### src/verilog/rst_seq_pkg.sv
package rst_seq_pkg;

  // Clock period in picoseconds
  localparam int unsigned CLK_PERIOD_PS = 4000;

  // Nominal delay times
  localparam int unsigned POR_DELAY_US      = 10;
  localparam int unsigned STARTUP_REG_US    = 20;
  localparam int unsigned STARTUP_NOREG_MS  = 64;
  localparam int unsigned STATE_RESET_US    = 20;
  localparam int unsigned PLL_LOCK_US       = 20;
  localparam int unsigned MONITOR_DELAY_US  = 100;
  localparam int unsigned OSC_START_PERIODS = 1024;
  localparam int unsigned OSC_CNT_W         = 10;

  // Derived cycle counts, rounded down
  localparam int unsigned POR_CYC =
    POR_DELAY_US * 1000000 / CLK_PERIOD_PS;
  localparam int unsigned STARTUP_REG_CYC =
    STARTUP_REG_US * 1000000 / CLK_PERIOD_PS;
  localparam int unsigned STARTUP_NOREG_CYC =
    STARTUP_NOREG_MS * 1000 * (1000000 / CLK_PERIOD_PS);
  localparam int unsigned STATE_RESET_CYC =
    STATE_RESET_US * 1000000 / CLK_PERIOD_PS;
  localparam int unsigned PLL_LOCK_CYC =
    PLL_LOCK_US * 1000000 / CLK_PERIOD_PS;
  localparam int unsigned MONITOR_CYC =
    MONITOR_DELAY_US * 1000000 / CLK_PERIOD_PS;

  localparam int unsigned CNT_W = 25;

  // Clock source selection
  typedef enum logic [3:0] {
    external_clock_source,
    fast_rc_source,
    low_power_rc_source,
    crystal_medium_source,
    crystal_high_speed_source,
    secondary_osc_source,
    external_clock_with_pll,
    fast_rc_with_pll,
    crystal_medium_with_pll,
    crystal_high_speed_with_pll
  } clk_src_e;

  // Reset cause pulses
  typedef struct packed {
    logic power_on;
    logic brown_out_reset;
    logic master_clear;
    logic watchdog_timeout_reset;
    logic software;
    logic illegal_opcode;
    logic uninit_wreg;
    logic trap_conflict;
  } rst_cause_s;

  // Status toward the core
  typedef struct packed {
    logic internal_system_reset;
    logic clock_released;
    logic run_enable;
    logic clock_fail_monitor_on;
    logic switch_to_fast_rc;
  } seq_status_s;

endpackage : rst_seq_pkg
### src/verilog/osc_start_timer.sv
`timescale 1ns/10ps
module osc_start_timer (
  // Clock and reset
  input  wire logic clk,
  input  wire logic rst_n,
  // Control
  input  wire logic restart,
  input  wire logic osc_tick,
  // Result
  output logic      expired
);

  logic [rst_seq_pkg::OSC_CNT_W-1:0] cnt_reg;
  logic                              done_reg;

  // Ten-bit period counter
  always_ff @(posedge clk or negedge rst_n) begin
    if (!rst_n) begin
      cnt_reg  <= '0;
      done_reg <= 1'b0;
    end else if (restart) begin
      cnt_reg  <= '0;
      done_reg <= 1'b0;
    end else if (osc_tick && !done_reg) begin
      cnt_reg <= cnt_reg + 1'b1;
      if (&cnt_reg) begin
        done_reg <= 1'b1;
      end
    end
  end

  assign expired = done_reg;

endmodule : osc_start_timer

### src/verilog/reset_delay_sequencer.sv
`timescale 1ns/10ps
module reset_delay_sequencer #(
  parameter int unsigned STARTUP_NOREG_CYCLES =
    rst_seq_pkg::STARTUP_NOREG_CYC
) (
  // Clock and reset
  input  wire logic                    clk,
  input  wire logic                    rst_n,
  // Reset causes and pins
  input  wire logic                    master_clear_pin_n,
  input  rst_seq_pkg::rst_cause_s      cause,
  input  wire logic                    wake_from_sleep,
  // Configuration
  input  rst_seq_pkg::clk_src_e        clk_src,
  input  wire logic                    regulator_en,
  input  wire logic                    monitor_en,
  // Oscillator side
  input  wire logic                    osc_tick,
  input  wire logic                    clock_valid,
  // Status
  output rst_seq_pkg::seq_status_s     status
);

  typedef enum logic [2:0] {
    st_por, st_startup, st_state_rst, st_clk_wait, st_monitor, st_run
  } seq_e;

  seq_e              state_reg;
  logic [rst_seq_pkg::CNT_W-1:0] cnt_reg;
  logic              full_seq_reg;
  logic              master_clear_pin_s1_reg, master_clear_pin_s2_reg;
  logic              osc_s1_reg, osc_s2_reg, osc_prev_reg;
  logic              cv_s1_reg, cv_s2_reg;
  logic              lock_done_reg;
  logic              fail_switch_reg;
  logic              osc_restart;
  logic              osc_done;
  logic              master_clear_pin_evt;
  logic              long_evt, short_evt;
  logic              need_osc, need_lock, need_mon;
  logic [rst_seq_pkg::CNT_W-1:0] startup_cyc;

  function automatic logic [rst_seq_pkg::CNT_W-1:0] cyc(
    input int unsigned n
  );
    cyc = rst_seq_pkg::CNT_W'(n - 1);
  endfunction : cyc

  // Pin synchronisers
  always_ff @(posedge clk or negedge rst_n) begin
    if (!rst_n) begin
      master_clear_pin_s1_reg   <= 1'b1;
      master_clear_pin_s2_reg   <= 1'b1;
      osc_s1_reg    <= 1'b0;
      osc_s2_reg    <= 1'b0;
      osc_prev_reg  <= 1'b0;
      cv_s1_reg     <= 1'b0;
      cv_s2_reg     <= 1'b0;
    end else begin
      master_clear_pin_s1_reg   <= master_clear_pin_n;
      master_clear_pin_s2_reg   <= master_clear_pin_s1_reg;
      osc_s1_reg    <= osc_tick;
      osc_s2_reg    <= osc_s1_reg;
      osc_prev_reg  <= osc_s2_reg;
      cv_s1_reg     <= clock_valid;
      cv_s2_reg     <= cv_s1_reg;
    end
  end

  assign master_clear_pin_evt  = !master_clear_pin_s2_reg;
  assign long_evt  = cause.power_on || cause.brown_out_reset ||
                     wake_from_sleep;
  assign short_evt = master_clear_pin_evt || cause.master_clear ||
                     cause.watchdog_timeout_reset || cause.software ||
                     cause.illegal_opcode || cause.uninit_wreg ||
                     cause.trap_conflict;

  assign need_lock = clk_src inside {rst_seq_pkg::external_clock_with_pll,
    rst_seq_pkg::fast_rc_with_pll, rst_seq_pkg::crystal_medium_with_pll,
    rst_seq_pkg::crystal_high_speed_with_pll};
  assign need_osc = clk_src inside {rst_seq_pkg::crystal_medium_source,
    rst_seq_pkg::crystal_high_speed_source,
    rst_seq_pkg::secondary_osc_source,
    rst_seq_pkg::crystal_medium_with_pll,
    rst_seq_pkg::crystal_high_speed_with_pll};
  assign need_mon = need_lock || need_osc;

  assign startup_cyc = regulator_en ? cyc(rst_seq_pkg::STARTUP_REG_CYC)
                                    : cyc(STARTUP_NOREG_CYCLES);

  always_ff @(posedge clk or negedge rst_n) begin
    if (!rst_n) begin
      state_reg    <= st_por;
      cnt_reg      <= rst_seq_pkg::CNT_W'(rst_seq_pkg::POR_CYC - 1);
      full_seq_reg <= 1'b1;
    end else if (cause.power_on) begin
      state_reg    <= st_por;
      cnt_reg      <= cyc(rst_seq_pkg::POR_CYC);
      full_seq_reg <= 1'b1;
    end else if (cause.brown_out_reset ||
                 (wake_from_sleep && regulator_en)) begin
      state_reg    <= st_startup;
      cnt_reg      <= startup_cyc;
      full_seq_reg <= 1'b1;
    end else if (short_evt || wake_from_sleep) begin
      state_reg    <= st_state_rst;
      cnt_reg      <= cyc(rst_seq_pkg::STATE_RESET_CYC);
      full_seq_reg <= 1'b0;
    end else begin
      case (state_reg)
        st_por: begin
          if (cnt_reg == '0) begin
            state_reg <= st_startup;
            cnt_reg   <= startup_cyc;
          end else begin
            cnt_reg <= cnt_reg - 1'b1;
          end
        end
        st_startup: begin
          if (cnt_reg == '0) begin
            state_reg <= st_state_rst;
            cnt_reg   <= cyc(rst_seq_pkg::STATE_RESET_CYC);
          end else begin
            cnt_reg <= cnt_reg - 1'b1;
          end
        end
        st_state_rst: begin
          if (cnt_reg == '0) begin
            state_reg <= (full_seq_reg && need_mon) ? st_clk_wait : st_run;
            cnt_reg   <= cyc(rst_seq_pkg::PLL_LOCK_CYC);
          end else begin
            cnt_reg <= cnt_reg - 1'b1;
          end
        end
        st_clk_wait: begin
          if (cnt_reg != '0 && (!need_osc || osc_done)) begin
            cnt_reg <= cnt_reg - 1'b1;
          end
          if ((!need_lock || lock_done_reg) && (!need_osc || osc_done)) begin
            state_reg <= st_monitor;
            cnt_reg   <= cyc(rst_seq_pkg::MONITOR_CYC);
          end
        end
        st_monitor: begin
          if (cnt_reg == '0) begin
            state_reg <= st_run;
          end else begin
            cnt_reg <= cnt_reg - 1'b1;
          end
        end
        st_run: cnt_reg <= '0;
        default: state_reg <= st_por;
      endcase
    end
  end

  // Lock interval flag
  always_ff @(posedge clk or negedge rst_n) begin
    if (!rst_n) begin
      lock_done_reg <= 1'b0;
    end else if (state_reg != st_clk_wait) begin
      lock_done_reg <= 1'b0;
    end else if (cnt_reg == '0) begin
      lock_done_reg <= 1'b1;
    end
  end

  assign osc_restart = state_reg != st_clk_wait;

  osc_start_timer u_ost (
    .clk      (clk),
    .rst_n    (rst_n),
    .restart  (osc_restart),
    .osc_tick (osc_s2_reg && !osc_prev_reg),
    .expired  (osc_done)
  );

  always_ff @(posedge clk or negedge rst_n) begin
    if (!rst_n) begin
      fail_switch_reg <= 1'b0;
    end else if (state_reg != st_run) begin
      fail_switch_reg <= 1'b0;
    end else if (monitor_en && !cv_s2_reg) begin
      fail_switch_reg <= 1'b1;
    end
  end

  always_comb begin
    status.internal_system_reset = state_reg inside {st_por, st_startup,
                                                     st_state_rst};
    status.clock_released = state_reg inside {st_monitor, st_run};
    status.run_enable = status.clock_released &&
                        (cv_s2_reg || fail_switch_reg);
    status.clock_fail_monitor_on = monitor_en && state_reg == st_run;
    status.switch_to_fast_rc = fail_switch_reg;
  end

  property p_short_len;
    @(posedge clk) disable iff (!rst_n)
    (cause.software && !cause.power_on && !cause.brown_out_reset &&
     !wake_from_sleep) |=> state_reg == st_state_rst &&
     cnt_reg == cyc(rst_seq_pkg::STATE_RESET_CYC);
  endproperty
  a_short_len: assert property (p_short_len)
    else $error("short reset did not load state reset time");

  property p_por_start;
    @(posedge clk) disable iff (!rst_n)
    cause.power_on |=> state_reg == st_por;
  endproperty
  a_por_start: assert property (p_por_start)
    else $error("power-on did not start por delay");

  property p_run_clk;
    @(posedge clk) disable iff (!rst_n)
    status.run_enable |-> status.clock_released &&
                          !status.internal_system_reset;
  endproperty
  a_run_clk: assert property (p_run_clk)
    else $error("run before clock released");

  property p_master_clear_pin_hold;
    @(posedge clk) disable iff (!rst_n)
    (master_clear_pin_evt && !long_evt) |=> state_reg == st_state_rst &&
     cnt_reg == cyc(rst_seq_pkg::STATE_RESET_CYC);
  endproperty
  a_master_clear_pin_hold: assert property (p_master_clear_pin_hold)
    else $error("master clear did not reload state reset time");

  property p_plain_run;
    @(posedge clk) disable iff (!rst_n)
    (state_reg == st_state_rst && cnt_reg == '0 && !need_mon &&
     !long_evt && !short_evt) |=> state_reg == st_run;
  endproperty
  a_plain_run: assert property (p_plain_run)
    else $error("plain source did not go straight to run");

  property p_fast_rc;
    @(posedge clk) disable iff (!rst_n)
    (state_reg == st_run && monitor_en && !cv_s2_reg && !long_evt &&
     !short_evt) |=> status.switch_to_fast_rc;
  endproperty
  a_fast_rc: assert property (p_fast_rc)
    else $error("lost clock did not switch to fast rc");

  c_run: cover property (@(posedge clk) disable iff (!rst_n)
    state_reg == st_monitor ##1 state_reg == st_run);
  c_fail: cover property (@(posedge clk) disable iff (!rst_n)
    $rose(fail_switch_reg));
  c_master_clear_pin: cover property (@(posedge clk) disable iff (!rst_n)
    $fell(master_clear_pin_s2_reg));

endmodule : reset_delay_sequencer

### config.mk
export PLATFORM = sky130hd
export DESIGN_NAME = reset_delay_sequencer
export DESIGN_NICKNAME = d
export VERILOG_FILES = /design/src/verilog/rst_seq_pkg.sv /design/src/verilog/osc_start_timer.sv /design/src/verilog/reset_delay_sequencer.sv
export SDC_FILE = /design/constraint.sdc
export NUM_CORES = 1
export LEC_CHECK = 0
export BUFFER_PORTS_ARGS = -buffer_cell sky130_fd_sc_hd__buf_2
export CAP_MARGIN = 20
export CELL_PAD_IN_SITES_DETAIL_PLACEMENT = 1
export CELL_PAD_IN_SITES_GLOBAL_PLACEMENT = 1
export CORE_MARGIN = 1
export CORE_UTILIZATION = 48
export CTS_BUF_LIST = sky130_fd_sc_hd__clkbuf_4
export CTS_CLUSTER_DIAMETER = 150
export DETAILED_ROUTE_END_ITERATION = 8
export PLACE_DENSITY_LB_ADDON = 0.1
export SLEW_MARGIN = 5
export SYNTH_ARGS = -nofsm -noshare
export SYNTH_HDL_FRONTEND = slang
export SYNTH_HIERARCHICAL = 1
export SYNTH_SLANG_ARGS = --single-unit
export TNS_END_PERCENT = 30
### constraint.sdc
create_clock -name clk -period 2.5 [get_ports clk]
set_input_delay 0.125 -clock clk [delete_from_list [all_inputs] [get_ports clk]]
set_output_delay 0.125 -clock clk [all_outputs]
set_load 0.005 [all_outputs]
# Word-level counts from Yosys, hierarchy flattened
# Index checks and enable logic that the tools add are counted.
[totals]
regBits = 49
out_inout_bits = 5
[op_classes]
n_reduce_logical = 45
muxes = 32
n_addsub = 2
eq_ne = 22
[op_table]
columns = ["op", "count"]
rows = [
  ["25-bit 2-to-1 mux", 8],
  ["25-bit case mux with 5 select lines", 1],
  ["5-bit inequality test, second input constant", 6],
  ["3-bit 2-to-1 mux", 9],
  ["25-bit logical NOT", 1],
  ["25-bit nonzero test", 1],
  ["25-bit by 1-bit subtractor with 25-bit output, second input constant", 1],
  ["24-bit 2-to-1 mux", 1],
  ["10-bit 2-to-1 mux", 2],
  ["3-bit case mux with 6 select lines", 1],
  ["4-bit by 3-bit equality test with 1-bit output, second input constant", 4],
  ["1-bit logical OR", 12],
  ["10-bit by 1-bit adder with 10-bit output, second input constant", 1],
  ["1-bit 2-to-1 mux", 10],
  ["10-bit AND reduction", 1],
  ["2-bit nonzero test", 5],
  ["1-bit logical AND", 9],
  ["4-bit equality test, second input constant", 2],
  ["8-bit nonzero test", 1],
  ["3-bit by 2-bit equality test with 1-bit output, second input constant", 2],
  ["3-bit equality test, second input constant", 2],
  ["1-bit logical NOT", 6],
  ["6-bit inequality test, second input constant", 1],
  ["6-bit AND reduction", 1],
  ["other kinds (12)", 13],
]

# Logic depth before layout (Yosys ltp)
[depth]
ltp_word = 11
mapped_depth = 10
depth_no_buf = 8

# By module
# Netlist, hierarchy kept.
[modules_own_cells]
columns = ["mod", "cells_each", "area_per_inst_um2", "n_inst"]
rows = [
  ["reset_delay_sequencer", 314, 2678.8, 1],
  ["osc_start_timer", 57, 578.1, 1],
]

# Least setup slack after synthesis
# Ideal clock, no wire load.
[synth_path]
path_type = "register to register"
from = "register cnt_reg[0] (netlist name)"
to = "register cnt_reg[15] (netlist name)"
stages_incl_launch_ff = 10
slack_ns = 0.201
t_required_ns = 2.379
n_path_buf = 1
arrival_time_ns = 2.178
cell_sequence = "dfstp_2 -> inv_1 -> ha_1 -> nor3b_2 -> nand4_1 -> a2111o_1 -> a21o_1 -> buf_6 -> and2_4 -> a22o_1"

==> results.yml <==
die:
  start_util_pct: 50.4
  core_region_area_um2: 6460
  rows: 29
  die_h_um: 84.4
  die-area_um2: 7120
  die_x_um: 84.4
  ioPinCount: 25
synthesis:
  yosys_warnings: 6
  ys_seq_area_share_pct: 38.0
  synthFlopType: "dfrtp_1"
  syn_inst: 371
  yosys.cell_types.count: 73
  synth.cell_area_um2: 3260
  synth_edf_count: 0
  ys_ff_latch: 49
  synth_nets: 393
  post-synth-top-area-cell: "dfrtp_1"
  syn_area_per_cell_um2: 8.78
  ys_top_cells_by_area: "dfrtp_1, dfstp_2, a21oi_1"
  async_reset_ff_share_pct: 100
  yosys.area.top_type_share_pct: 30.7
worst_setup_path:
  worstSetupStartpoint: "cnt_reg[0]$_DFFE_PN1P_"
  cp.arrival_ns: 2.78
  start_kind: "flip-flop"
  worstReg2RegStart: "cnt_reg[0]$_DFFE_PN1P_"
  cp.required_ns: 2.79
  cp-end-kind: "flip-flop"
  cp_max_fo: 6
  path_class: "flip-flop to flip-flop"
clocking:
  cts.root.buffer_cell: "clkbuf_4"
  cts_inserted_buffers: 5
  htreeDepth: 2
  clkTransAtPathRegs_ns: 0.17
  cts_tree: "yes"
  clk_latency_ns: 0.39
  clockBufferDepth: 2
  clock_sinks: 49
final_layout:
  final_cell_area_um2: 3780
  final_cell_mix: "a21oi_1, dfrtp_1, buf_4"
  multi_input_area_um2: 1870
  finish.utilization_pct: 58.5
  drive_above_1_share_pct: 24.2
  area_growth_pct: 15.9
  ff_latch_area_um2: 1240
  final_common_cell: "a21oi_1"
  largest_register_ff_count: 25
  diodes: 0
  num-fill-cells: 787
  finalNetCount: 447
timing:
  rsz0062_at_grt: "yes"
  clock_skew_ns: 0.0192
  final.setup.tns_ns: 0
  timing.fmax_mhz: 403
  tightest_slew_ns: 0.648
  final_max_slew_viol_count: 0
  post-route-period-util_pct: 99.3
  slew-limit-headroom_pct: 56.8
  holdWs_ns: 0.0326
  hold_viol_final: 0
  finalWorstPathRequiredPeriod_ns: 2.48
  setup_viol: 0
global_routing:
  grt_pass1_vias: 3321
  grt-ovfl-total: 0
  grt_pass1_wl_um: 16900
  antenna_found_initial: 0
  gr-usage-all-layers_pct: 30.2
  grt_max_degree: 27
routing:
  dr.pass1.iters: 5
  postRouteAntennaNets: 0
  vias: 3282
  drc: 0
  avgViaCountPerCell: 6.52
  wl_per_cell_um: 20.5
  drtIter0Drc: 182
  wl_um: 10300
power_and_ir_drop:
  p_leak_uw: 0.00160
  vdd_drop_max_uv: 206
  p_per_area_nw_per_um2: 387
placed_design:
  io_buffers: 24
  placed_area_um2: 3610
  place.gp.congestion: 0.961
  dp_hpwl_um: 7640
hold_path:
  hold_path.class: "primary input to flip-flop"
  worstHoldStart: "cause[7]"
outcome:
  outcome: "finished clean"
job:
  drv_cap: 0
-- final timing paths --
kind | slack [ns] | cells past startpoint | endpoint
max | 0.02 | 9 | cnt_reg[10]$_DFFE_PN0P_
min | 0.03 | 2 | state_reg[0]$_DFFE_PN0P_
max reg2reg | 0.02 | 9 | cnt_reg[10]$_DFFE_PN0P_
min reg2reg | 0.37 | 0 | master_clear_pin_s2_reg$_DFF_PN1_
max in group asynchronous | 1.58 | 3 | cnt_reg[0]$_DFFE_PN1P_
min in group asynchronous | 0.27 | 2 | u_ost/cnt_reg[8]$_DFFE_PN0P_
-- logic make-up (layout without fill, tap and decap cells) --
group / Yosys count / count (layout) / share of synthesized area, %
simple gates: 160 / 160 / 28.5
xor+xnor: 3 / 3 / 0.807
compound gates: 118 / 118 / 24.2
mux: 7 / 7 / 2.30
flops: 49 / 49 / 38.0
fa+ha+maj: 2 / 2 / 0.768
buf+inv: 32 / 87 / 5.38
-- power by group --
part | internal [uW] | leakage [uW] | switching [uW]
Combinational | 82.7 | 0.000942 | 127
Clock | 115 | 0.0000318 | 295
Sequential | 818 | 0.000628 | 22.4
-- stage by stage --
step	power [uW]	setup slack (ns)	instances
2_1_floorplan	965	0.201	371
3_3_place_gp	1040	0.132	487
3_5_place_dp	1050	0.0867	487
4_1_cts	1470	0.0634	500
5_1_grt	1530	-0.0683	503
6_report	1460	0.0174	503
-- final cells by class --
class,instances,share of cell area (%)
inverter,14,1.39
sequential,49,32.8
multi-input combinational,290,49.6
timing repair buffer,65,12.0
clock buffer,5,0.994
tap,77,2.55
clock inverter,3,0.663
-- worst max-delay path, stage by stage (launching register included) --
cell and delay (ns):
dfstp_2 0.58, inv_1 0.06, ha_1 0.20, nor3b_2 0.18, buf_4 0.16, and4_1 0.21, a41o_1 0.27, a31oi_4 0.29
nand2_1 0.17, o31ai_1 0.29
-- synth_stat cells, types with 3 or more instances --
cell type / instances
mux2_2: 3
dfrtp_1: 40
or3_1: 5
nor4_1: 8
nor3_1: 13
mux2i_1: 3
buf_2: 4
o211ai_1: 6
o2111ai_1: 3
a21oi_1: 42
nand2_1: 31
nand4_1: 11
a22o_1: 4
clkbuf_1: 7
nor2b_1: 4
dfstp_2: 9
nor2_1: 26
or4_1: 9
inv_1: 14
buf_6: 5
a211oi_1: 4
a21o_1: 7
a31oi_1: 3
nand3b_1: 3
nand3_1: 18
nand2b_1: 5
o21ai_0: 15
o31ai_1: 7
-- routing by layer --
metal  wire length (um)  vias up  track usage (%)  part of all wire, %
met1               4440     1622             39.4                   43
met5                  0        -                0                    0
met2               5030      110             51.2                   49
met3                527       29             4.23                  5.1
met4                310        0             11.7                  3.0
li1                   -     1521                -                    -
-- timing repair --
item / 4_1_cts / 5_1_grt
endpoints found under the hold margin: 28 / 0
setup buffers: 0 / 3
gates resized for setup: 0 / 6
setup endpoints to repair: 0 / 17
hold buffers: 5 / 0
Note: power is estimated with default switching activity, not from simulation.
